**src/ppg_cfg.svh**
```systemverilog
`ifndef PPG_CFG_SVH
`define PPG_CFG_SVH
// Notes on behaviour
// - Counter mode steps a 4-bit count at rate f; pins toggle f/2..f/16.
// - Counter direction is selectable, up or down.
// - Arbitrary and test signals start by continuous or one-shot manual trigger.
// - Pattern length sets how many samples are played per pass.
// - Clear erases the pattern, length back to 1, sample value 0.
// - Every sample is held for the same bit time.
// - One pass lasts pattern length times bit time.
// - With burst enabled, outputs pause for idle time after each pass.
// - Idle time is 20 ns to 42 s in 10 ns steps.
// - Repeat count sets how many passes are played per trigger.
// - Manual mode drives each pin from its own static level bit.
// - Serial modes send fixed pseudo-random traffic; only protocol, rate and UART polarity selectable.
// - Serial pin map: UART, SPI, I2C, CAN, LIN on fixed pins; SPI uses all four, the others leave pins 2, 3 unused.
// - UART rates are 9600, 115200 and 1000000 bit/s.
// - SPI rates are 100k, 250k and 1M bit/s.
// - I2C rates are 100k, 400k, 1000k and 3400k bit/s.
// - CAN rates 50k, 100k, 1M; LIN rates 9.6k, 10.417k, 19.2k bit/s.
// - UART polarity setting selects the active level of both UART lines.
// - PWM mode drives pin 0 with programmable period and duty.
// - PWM mode also drives motor direction and motor enable levels.
// - LED mode drives red, green, blue PWM plus intensity PWM on pin 3.
// - Test mode: ramp PWM pin 0, sine PWM pin 1, sync pulses pins 2, 3.
// - A global enable gates all four outputs.
// - Counter and arbitrary words are 4 bits, one bit per pin.

// ----------------------------------------
// Clock and tick
// ----------------------------------------
`define PPG_CLK_HZ      100000000
`define PPG_CLK_NS      10
`define PPG_TICK_NS     10
`define PPG_TICK_CYC    ((`PPG_TICK_NS + `PPG_CLK_NS - 1) / `PPG_CLK_NS)
`define PPG_IDLE_MIN_NS 20
`define PPG_IDLE_MIN    (`PPG_IDLE_MIN_NS / `PPG_TICK_NS)
`define PPG_LEN_RST     1

// ----------------------------------------
// Serial frame and rates in bit/s
// ----------------------------------------
`define PPG_DATA_LAST   8
`define PPG_FRAME_LAST  10
`define PPG_LFSR_SEED   8'ha5
`define PPG_LFSR_TAPS   8'hb8
`define PPG_UART_R0     9600
`define PPG_UART_R1     115200
`define PPG_UART_R2     1000000
`define PPG_SPI_R0      100000
`define PPG_SPI_R1      250000
`define PPG_SPI_R2      1000000
`define PPG_I2C_R0      100000
`define PPG_I2C_R1      400000
`define PPG_I2C_R2      1000000
`define PPG_I2C_R3      3400000
`define PPG_CAN_R0      50000
`define PPG_CAN_R1      100000
`define PPG_CAN_R2      1000000
`define PPG_LIN_R0      9600
`define PPG_LIN_R1      10417
`define PPG_LIN_R2      19200
`endif

```
**src/ppg_pkg.sv**
```systemverilog
package ppg_pkg;
    typedef enum logic [3:0] {
        PPG_CNT, PPG_ARB, PPG_MAN, PPG_UART, PPG_SPI, PPG_I2C,
        PPG_CAN, PPG_LIN, PPG_PWM, PPG_LED, PPG_TEST
    } ppg_mode_t;
    typedef enum logic [1:0] {ARB_IDLE, ARB_PLAY, ARB_GAP} ppg_arb_st_t;
endpackage

```
**src/ppg_pwm.sv**
```systemverilog
`timescale 1ns/1ps
module ppg_pwm #(
    parameter int unsigned N = 4,
    parameter int unsigned W = 32
) (
    // Clock and reset
    input  wire logic                i_clk,
    input  wire logic                i_rst_b,
    // Timing
    input  wire logic                i_tick,
    input  wire logic [W-1:0]        i_period,
    input  wire logic [N-1:0][W-1:0] i_duty,
    // Waveforms
    output logic      [N-1:0]        o_pwm,
    output logic                     o_wrap
);
    logic [W-1:0] cnt_r;
    logic [W-1:0] last;

    assign last = (i_period == '0) ? '0 : i_period - 1'b1;

    always_ff @(posedge i_clk) begin
        if (!i_rst_b) begin
            cnt_r  <= '0;
            o_wrap <= 1'b0;
        end else begin
            o_wrap <= 1'b0;
            if (i_tick) begin
                if (cnt_r >= last) begin
                    cnt_r  <= '0;
                    o_wrap <= 1'b1;
                end else begin
                    cnt_r <= cnt_r + 1'b1;
                end
            end
        end
    end

    always_ff @(posedge i_clk) begin
        if (!i_rst_b) begin
            o_pwm <= '0;
        end else begin
            for (int k = 0; k < N; k++) begin
                o_pwm[k] <= (cnt_r < i_duty[k]);
            end
        end
    end
endmodule

```
**src/ppg_top.sv**
```systemverilog
`timescale 1ns/1ps
`include "ppg_cfg.svh"
module ppg_top import ppg_pkg::*; #(
    parameter int unsigned DEPTH    = 16,
    parameter int unsigned W        = 32,
    parameter int unsigned DIV_U0   = `PPG_CLK_HZ / `PPG_UART_R0,
    parameter int unsigned DIV_L0   = `PPG_CLK_HZ / `PPG_LIN_R0,
    parameter int unsigned DIV_L1   = `PPG_CLK_HZ / `PPG_LIN_R1,
    parameter int unsigned DIV_L2   = `PPG_CLK_HZ / `PPG_LIN_R2,
    parameter int unsigned IW       = $clog2(DEPTH)
) (
    // Clock and reset
    input  wire logic          i_clk,
    input  wire logic          i_rst_b,
    // Global
    input  wire ppg_mode_t     i_mode,
    input  wire logic          i_out_en,
    // Counter
    input  wire logic [W-1:0]  i_cnt_div,
    input  wire logic          i_cnt_down,
    // Trigger and timing
    input  wire logic          i_trig_cont,
    input  wire logic          i_trig_single,
    input  wire logic [W-1:0]  i_bit_time,
    input  wire logic          i_burst_en,
    input  wire logic [W-1:0]  i_idle_time,
    input  wire logic [W-1:0]  i_ncycle,
    // Pattern memory
    input  wire logic          i_pat_clear,
    input  wire logic          i_len_wr,
    input  wire logic [IW:0]   i_len_val,
    input  wire logic          i_smp_wr,
    input  wire logic [IW-1:0] i_smp_idx,
    input  wire logic [3:0]    i_smp_val,
    // Manual and serial
    input  wire logic [3:0]    i_manual,
    input  wire logic [1:0]    i_bus_rate,
    input  wire logic          i_uart_pol,
    // PWM
    input  wire logic [W-1:0]  i_pwm_period,
    input  wire logic [W-1:0]  i_pwm_duty,
    input  wire logic          i_motor_dir,
    input  wire logic          i_motor_en,
    input  wire logic [W-1:0]  i_led_red,
    input  wire logic [W-1:0]  i_led_green,
    input  wire logic [W-1:0]  i_led_blue,
    input  wire logic [W-1:0]  i_led_intens,
    // Pins and status
    output logic               o_pattern_out_0,
    output logic               o_pattern_out_1,
    output logic               o_pattern_out_2,
    output logic               o_pattern_out_3,
    output logic [IW:0]        o_pat_len,
    output logic [IW-1:0]      o_pat_idx,
    output logic               o_arb_busy
);
    localparam logic [7:0]   TICK_LAST = 8'(`PPG_TICK_CYC - 1);
    localparam logic [W-1:0] IDLE_MIN  = W'(`PPG_IDLE_MIN);
    localparam logic [IW:0]  LEN_RST   = (IW+1)'(`PPG_LEN_RST);
    localparam logic [IW:0]  LEN_MAX   = (IW+1)'(DEPTH);
    localparam logic [3:0]   D_LAST    = 4'(`PPG_DATA_LAST);
    localparam logic [3:0]   F_LAST    = 4'(`PPG_FRAME_LAST);

    function automatic logic [W-1:0] max1(input logic [W-1:0] x);
        return (x == '0) ? W'(1) : x;
    endfunction

    // ----------------------------------------
    // Bit period per protocol and rate select
    // ----------------------------------------
    function automatic logic [W-1:0] rate_div(input ppg_mode_t m,
                                              input logic [1:0] s);
        logic [W-1:0] d;
        d = W'(`PPG_CLK_HZ / `PPG_UART_R2);
        case (m)
            PPG_UART: d = (s == 2'd0) ? W'(DIV_U0) :
                          (s == 2'd1) ? W'(`PPG_CLK_HZ / `PPG_UART_R1) :
                                        W'(`PPG_CLK_HZ / `PPG_UART_R2);
            PPG_SPI:  d = (s == 2'd0) ? W'(`PPG_CLK_HZ / `PPG_SPI_R0) :
                          (s == 2'd1) ? W'(`PPG_CLK_HZ / `PPG_SPI_R1) :
                                        W'(`PPG_CLK_HZ / `PPG_SPI_R2);
            PPG_I2C:  d = (s == 2'd0) ? W'(`PPG_CLK_HZ / `PPG_I2C_R0) :
                          (s == 2'd1) ? W'(`PPG_CLK_HZ / `PPG_I2C_R1) :
                          (s == 2'd2) ? W'(`PPG_CLK_HZ / `PPG_I2C_R2) :
                                        W'(`PPG_CLK_HZ / `PPG_I2C_R3);
            PPG_CAN:  d = (s == 2'd0) ? W'(`PPG_CLK_HZ / `PPG_CAN_R0) :
                          (s == 2'd1) ? W'(`PPG_CLK_HZ / `PPG_CAN_R1) :
                                        W'(`PPG_CLK_HZ / `PPG_CAN_R2);
            PPG_LIN:  d = (s == 2'd0) ? W'(DIV_L0) :
                          (s == 2'd1) ? W'(DIV_L1) : W'(DIV_L2);
            default:  d = W'(`PPG_CLK_HZ / `PPG_UART_R2);
        endcase
        return d;
    endfunction

    function automatic logic [W-1:0] scale16(input logic [W-1:0] p,
                                             input logic [4:0] k);
        return W'((p >> 4) * k);
    endfunction

    function automatic logic [4:0] sine16(input logic [3:0] ph);
        logic [4:0] v;
        case (ph)
            4'h0, 4'h8: v = 5'h08;
            4'h1, 4'h7: v = 5'h0b;
            4'h2, 4'h6: v = 5'h0e;
            4'h3, 4'h5: v = 5'h0f;
            4'h4:       v = 5'h10;
            4'h9, 4'hf: v = 5'h05;
            4'ha, 4'he: v = 5'h02;
            4'hb, 4'hd: v = 5'h01;
            default:    v = 5'h00;
        endcase
        return v;
    endfunction

    logic              tick;
    logic [7:0]        tick_cnt_r;
    logic [3:0]        cnt_r;
    logic [W-1:0]      cdiv_r;
    logic [3:0]        mem_r [DEPTH];
    logic [IW:0]       len_r;
    logic [IW-1:0]     idx_r;
    logic [W-1:0]      bit_r;
    logic [W-1:0]      idle_r;
    logic [W-1:0]      pass_r;
    ppg_arb_st_t       st_r;
    logic              start;
    logic              samp_end;
    logic              pass_end;
    logic              last_pass;
    logic [W-1:0]      idle_last;
    logic [W-1:0]      s_cnt_r;
    logic [W-1:0]      s_half;
    logic              s_ph_r;
    logic [3:0]        s_bit_r;
    logic [7:0]        s_byte_r;
    logic [7:0]        lfsr_r;
    logic              s_val;
    logic              s_act;
    logic [3:0]        ph_r;
    logic              sync_r;
    logic [3:0]        pwm;
    logic              wrap;
    logic [3:0][W-1:0] duty;
    logic [3:0]        out_nxt;

    // ----------------------------------------
    // Tick and counter mode
    // ----------------------------------------
    assign tick = (tick_cnt_r == TICK_LAST);

    always_ff @(posedge i_clk) begin
        if (!i_rst_b || tick) begin
            tick_cnt_r <= '0;
        end else begin
            tick_cnt_r <= tick_cnt_r + 1'b1;
        end
    end

    always_ff @(posedge i_clk) begin
        if (!i_rst_b || i_mode != PPG_CNT) begin
            cdiv_r <= '0;
            cnt_r  <= '0;
        end else if (tick) begin
            if (cdiv_r >= max1(i_cnt_div) - 1'b1) begin
                cdiv_r <= '0;
                cnt_r  <= i_cnt_down ? cnt_r - 1'b1 : cnt_r + 1'b1;
            end else begin
                cdiv_r <= cdiv_r + 1'b1;
            end
        end
    end

    // ----------------------------------------
    // Pattern store
    // ----------------------------------------
    always_ff @(posedge i_clk) begin
        if (!i_rst_b || i_pat_clear) begin
            len_r <= LEN_RST;
            for (int k = 0; k < DEPTH; k++) begin
                mem_r[k] <= '0;
            end
        end else begin
            if (i_len_wr) begin
                len_r <= (i_len_val == '0) ? LEN_RST :
                         (i_len_val > LEN_MAX) ? LEN_MAX : i_len_val;
            end
            if (i_smp_wr) begin
                mem_r[i_smp_idx] <= i_smp_val;
            end
        end
    end

    // ----------------------------------------
    // Pattern player
    // ----------------------------------------
    // Length is sampled live; change it only while idle.
    assign start     = (i_trig_cont || i_trig_single) &&
                       (i_mode == PPG_ARB || i_mode == PPG_TEST);
    assign samp_end  = tick && bit_r >= max1(i_bit_time) - 1'b1;
    assign pass_end  = samp_end && ({1'b0, idx_r} >= len_r - 1'b1);
    assign last_pass = (pass_r >= max1(i_ncycle) - 1'b1);
    assign idle_last = ((i_idle_time < IDLE_MIN) ? IDLE_MIN : i_idle_time)
                       - 1'b1;

    always_ff @(posedge i_clk) begin
        if (!i_rst_b || i_pat_clear) begin
            st_r   <= ARB_IDLE;
            idx_r  <= '0;
            bit_r  <= '0;
            idle_r <= '0;
            pass_r <= '0;
        end else begin
            case (st_r)
                ARB_IDLE: begin
                    if (start) begin
                        st_r   <= ARB_PLAY;
                        idx_r  <= '0;
                        bit_r  <= '0;
                        pass_r <= '0;
                    end
                end
                ARB_PLAY: begin
                    if (tick) begin
                        bit_r <= samp_end ? '0 : bit_r + 1'b1;
                    end
                    if (pass_end) begin
                        idx_r <= '0;
                        if (i_burst_en) begin
                            st_r   <= ARB_GAP;
                            idle_r <= '0;
                        end else if (last_pass) begin
                            st_r <= ARB_IDLE;
                        end else begin
                            pass_r <= pass_r + 1'b1;
                        end
                    end else if (samp_end) begin
                        idx_r <= idx_r + 1'b1;
                    end
                end
                ARB_GAP: begin
                    if (tick) begin
                        if (idle_r >= idle_last) begin
                            st_r   <= last_pass ? ARB_IDLE : ARB_PLAY;
                            pass_r <= pass_r + 1'b1;
                            bit_r  <= '0;
                        end else begin
                            idle_r <= idle_r + 1'b1;
                        end
                    end
                end
                default: st_r <= ARB_IDLE;
            endcase
        end
    end

    // ----------------------------------------
    // Serial stimulus engine
    // ----------------------------------------
    // Content is fixed: one LFSR byte per frame, start and stop framed.
    assign s_half = max1(rate_div(i_mode, i_bus_rate) >> 1);

    always_ff @(posedge i_clk) begin
        if (!i_rst_b) begin
            s_cnt_r  <= '0;
            s_ph_r   <= 1'b0;
            s_bit_r  <= '0;
            s_byte_r <= `PPG_LFSR_SEED;
        end else if (tick) begin
            if (s_cnt_r >= s_half - 1'b1) begin
                s_cnt_r <= '0;
                s_ph_r  <= ~s_ph_r;
                if (s_ph_r) begin
                    s_bit_r <= (s_bit_r == F_LAST) ? '0 : s_bit_r + 1'b1;
                    if (s_bit_r == F_LAST) begin
                        s_byte_r <= lfsr_r;
                    end
                end
            end else begin
                s_cnt_r <= s_cnt_r + 1'b1;
            end
        end
    end

    always_ff @(posedge i_clk) begin
        if (!i_rst_b) begin
            lfsr_r <= `PPG_LFSR_SEED;
        end else if (tick && s_ph_r && s_bit_r == F_LAST &&
                     s_cnt_r >= s_half - 1'b1) begin
            lfsr_r <= {lfsr_r[6:0], ^(lfsr_r & `PPG_LFSR_TAPS)};
        end
    end

    assign s_act = (s_bit_r <= D_LAST);
    assign s_val = (s_bit_r == '0) ? 1'b0 :
                   s_act ? s_byte_r[3'(s_bit_r - 1'b1)] : 1'b1;

    // ----------------------------------------
    // PWM family
    // ----------------------------------------
    always_comb begin
        duty = '0;
        case (i_mode)
            PPG_PWM:  duty[0] = i_pwm_duty;
            PPG_LED:  duty = {i_led_intens, i_led_blue,
                              i_led_green, i_led_red};
            PPG_TEST: begin
                duty[0] = scale16(i_pwm_period, {1'b0, ph_r});
                duty[1] = scale16(i_pwm_period, sine16(ph_r));
            end
            default:  duty = '0;
        endcase
    end

    ppg_pwm #(.N(4), .W(W)) u_pwm (
        .i_clk    (i_clk),
        .i_rst_b  (i_rst_b),
        .i_tick   (tick),
        .i_period (i_pwm_period),
        .i_duty   (duty),
        .o_pwm    (pwm),
        .o_wrap   (wrap)
    );

    always_ff @(posedge i_clk) begin
        if (!i_rst_b) begin
            ph_r   <= '0;
            sync_r <= 1'b0;
        end else begin
            sync_r <= wrap;
            if (wrap) begin
                ph_r <= ph_r + 1'b1;
            end
        end
    end

    // ----------------------------------------
    // Output select and gating
    // ----------------------------------------
    always_comb begin
        case (i_mode)
            PPG_CNT:  out_nxt = cnt_r;
            PPG_ARB:  out_nxt = (st_r == ARB_PLAY) ? mem_r[idx_r] : '0;
            PPG_MAN:  out_nxt = i_manual;
            PPG_UART: out_nxt = {2'b00, ~i_uart_pol,
                                 s_val ^ i_uart_pol};
            PPG_SPI:  out_nxt = {~s_act, ~s_val & s_act,
                                 s_val & s_act, s_ph_r & s_act};
            PPG_I2C:  out_nxt = {2'b00, s_val, s_act ? s_ph_r : 1'b1};
            PPG_CAN:  out_nxt = {2'b00, s_val, ~s_val};
            PPG_LIN:  out_nxt = {2'b00, ~s_val, s_val};
            PPG_PWM:  out_nxt = {1'b0, i_motor_en,
                                 i_motor_dir, pwm[0]};
            PPG_LED:  out_nxt = pwm;
            PPG_TEST: out_nxt = (st_r == ARB_PLAY) ?
                                {ph_r == '0, sync_r, pwm[1:0]} : '0;
            default:  out_nxt = '0;
        endcase
        if (!i_out_en || st_r == ARB_GAP) begin
            out_nxt = '0;
        end
    end

    always_ff @(posedge i_clk) begin
        if (!i_rst_b) begin
            {o_pattern_out_3, o_pattern_out_2,
             o_pattern_out_1, o_pattern_out_0} <= '0;
            o_arb_busy <= 1'b0;
        end else begin
            {o_pattern_out_3, o_pattern_out_2,
             o_pattern_out_1, o_pattern_out_0} <= out_nxt;
            o_arb_busy <= (st_r != ARB_IDLE);
        end
    end

    assign o_pat_len = len_r;
    assign o_pat_idx = idx_r;
endmodule

```
**config.mk**
```make
export PLATFORM = sky130hd
export DESIGN_NAME = ppg_top
export DESIGN_NICKNAME = d
export VERILOG_FILES = /design/src/ppg_pkg.sv /design/src/ppg_pwm.sv /design/src/ppg_top.sv
export VERILOG_INCLUDE_DIRS = /design/src /design/src/src
export SDC_FILE = /design/constraint.sdc
export NUM_CORES = 2
export LEC_CHECK = 0
export BUFFER_PORTS_ARGS = -buffer_cell sky130_fd_sc_hd__buf_2
export CAP_MARGIN = 25
export CORE_ASPECT_RATIO = 1.5
export CORE_MARGIN = 2
export CORE_UTILIZATION = 40
export DETAILED_ROUTE_END_ITERATION = 12
export MAX_ROUTING_LAYER = met4
export SLEW_MARGIN = 20
export SYNTH_ARGS = -nofsm -noshare
export SYNTH_HDL_FRONTEND = slang
export SYNTH_SLANG_ARGS = --single-unit
```
**constraint.sdc**
```tcl
create_clock -name i_clk -period 9.59 [get_ports i_clk]
set_input_delay 1.918 -clock i_clk [delete_from_list [all_inputs] [get_ports i_clk]]
set_output_delay 1.918 -clock i_clk [all_outputs]
set_load 0.01 [all_outputs]
```
==> results.ini <==
[cts]
cts.sinks = 324
clkLatencyLatePin_ns = 0.56
cts-resized-gates = 0
post-cts-setup-buffers = 0
cts_made_buffers = 38
clockRootBuffer = clkbuf_16
clk_path_buf_depth = 3
hold_buffers = 0
cts_tree = done
h-tree-depth = 2
cts.clk_slew.worst_paths_ns = 0.06

[timing]
fmax_mhz = 133
timing.final.crit_share_pct = 78.5
clock-skew-final_ns = 0.0178
rsz0062_at_grt = false
final_max_slew_viol_count = 0
final.min_clock_period_ns = 7.53
hold_viol = 0
setup_viol = 0
worst_pin_slew_ns = 0.996
timing.setup.tns_ns = 0
slew_headroom_pct = 33.4

[grt]
antenna_found_initial = 23
grt_usage_pct = 25.1
first_global_vias = 31200
overflow = 0
grt_pass1_wl_um = 170000
grt_max_degree = 132

[die]
die_h_um = 362
core_um2 = 84700
row_count = 131
fp.dieW_um = 243
initial_core_util_pct = 40.3
io_pins = 370
die_area_um2 = 87700

[cells_and_area]
syn_to_final_growth_pct = 13.3
final_cells = 5668
final_util_pct = 45.6
layout-drive-gt1-share_pct = 12.6
nNetsFinal = 5401

[placement]
hpwl_um = 87800
placedCellCount = 5574
finalWeightedCongestion = 1.00
portBuffers = 369

[worst_setup_path]
cp_max_fo = 21
worst_setup_path_start_kind = primary input
path_buf_inv = 2
slowest_stage = or4_1
worstPathArrival_ns = 8.00
endpoint_kind = register
cp.required_ns = 10.06
max_stage_delay_ns = 0.58
crit_chain = buf_2 > or4_1 > or3_4 > or4_4 > nor3_1 > a21oi_1 > ha_1 > nor3b_1 > nand2b_1 > or4_4 > or4_4 > or2_1 > nor2_1 > xnor2_1 > ha_1 > a21o_1 > a21oi_1 > nand2_1 > o21ai_0 > o311a_1 > o2111ai_2 > buf_4 > or4_1 > a21oi_1
crit_family = simple AND/OR/NAND/NOR gates
critical_path_class = primary input to register

[power_and_ir_drop]
ir_drop_mv = 0.148
power_density_nw_per_um2 = 88.8
p_leak_nw = 17.3

[logic_synthesis]
ys_ff_latch = 324
synthFlopType = dfxtp_1
synth_edf_count = 64
synth-async-reset-ratio_pct = 0
yosys_warnings = 0
ys_types = 85
syn_area_per_cell_um2 = 8.18
syn_area_um2 = 34100
ys_seq_area_share_pct = 20.9
syn_inst = 4176

[drt]
wl_per_cell_um = 19.3
drtAntennaViolNets = 0
drt_wl_total_um = 110000
firstDrtPassIters = 9
first_iter_violations = 1747
drc = 0
num_vias = 31600
viasPerCell = 5.58

[flow_run]
maxCapViolCount = 0

[min_path]
holdCritPathClass = register to register

[run_status]
outcome = completed

final timing paths:
kind	cells past startpoint	to	slack (ns)	startpoint
max	24	pass_r[9]	2.06	i_ncycle[19]
min	1	tick_cnt_r[0]	0.47	tick_cnt_r[0]
max reg2reg	25	u_pwm.o_pwm[0]	3.16	ph_r[3]
min reg2reg	1	tick_cnt_r[0]	0.47	tick_cnt_r[0]
stage by stage:
step	total power [W]	worst slack (ns)	hold slack, ns	cell area, um^2
after global placement	0.00193	1.52	0.442	37300
final	0.00343	2.06	0.467	38700
after global routing	0.00358	1.60	0.502	38700
after floorplan	0.00172	2.20	0.426	34200
after CTS	0.00348	2.00	0.471	38600
after detailed placement	0.00194	1.41	0.456	37300
power by group:
group / internal, W / switching [W]
clock: 0.000906 / 0.000621
combinational: 0.000191 / 0.000292
sequential: 0.00141 / 0.0000154
cells in the final DEF (no fill, tap or decap), types with 48 or more instances in the layout:
master	instances
o21ai_0	172
and2_1	216
edfxtp_1	64
nand2b_1	48
xnor2_1	166
buf_4	54
dfxtp_1	259
xor2_1	135
and3_1	56
buf_2	370
ha_1	431
a21o_1	116
nand3_1	103
a21oi_1	239
nor2_1	381
inv_1	232
fa_1	130
nor3_1	95
nand4_1	85
or3_1	53
nand2_1	444
synthesized netlist by cell type, types with 14 or more instances:
cell type	n	area share [%]
nand2_1	444	4.9
ha_1	431	16
nor2_1	382	4.2
dfxtp_1	260	15
a21oi_1	239	3.5
inv_1	232	2.6
and2_1	216	4.0
o21ai_0	174	2.6
xnor2_1	166	4.3
clkbuf_1	158	1.7
xor2_1	135	3.5
fa_1	130	7.6
a21o_1	116	2.6
nand3_1	103	1.5
nor3_1	95	1.4
nand4_1	85	1.6
edfxtp_1	64	5.6
and3_1	56	1.0
or3_1	53	0.97
nand2b_1	49	0.90
mux2i_1	43	1.3
or4_1	43	0.95
nor4_1	34	0.62
nor2b_1	32	0.59
a22oi_1	31	0.68
o211ai_1	31	0.68
a31oi_1	24	0.44
a222oi_1	23	0.67
mux4_2	22	1.5
o21a_1	22	0.48
a211oi_1	21	0.46
nand3b_1	18	0.40
and4_1	14	0.36
nand4b_1	14	0.36
or2_2	14	0.26
registers in the layout, summed over array words and instances (netlist names), 32 cells and up, named ones only:
signal and count:
s_cnt_r 32, mem_r 64, pass_r 32, idle_r 32
cdiv_r 32, u_pwm.cnt_r 32, bit_r 32
kinds of logic (layout without fill, tap and decap cells):
family / count (synthesis) / after routing / share of synthesized area [%]
buffers and inverters: 409 / 727 / 4.54
adder cells (fa/ha/maj): 561 / 561 / 23.4
AND/OR/NAND/NOR: 1697 / 1697 / 25.1
multiplexers: 66 / 66 / 2.75
XOR/XNOR: 301 / 301 / 7.72
other: 2 / 46 / 0.0220
AO/OA/AOI/OAI: 816 / 816 / 15.5
flip-flops: 324 / 324 / 20.9
cell type report:
cell class,count,area (um^2)
tap,1130,1410
fill,8584,46100
sequential,324,7130
timing repair buffer,427,2300
inverter,233,875
clock buffer,56,1180
clock inverter,11,123
antenna,27,67.6
multi-input combinational,3460,25600
per-layer routing:
layer	up-vias	track usage, %	wire [um]
li1	15500	-	-
met1	15100	26.0	40500
met2	858	45.2	56000
met3	238	3.40	5840
met4	0	14.9	7180
met5	-	-	0
Power figures use the tool's default switching activity.
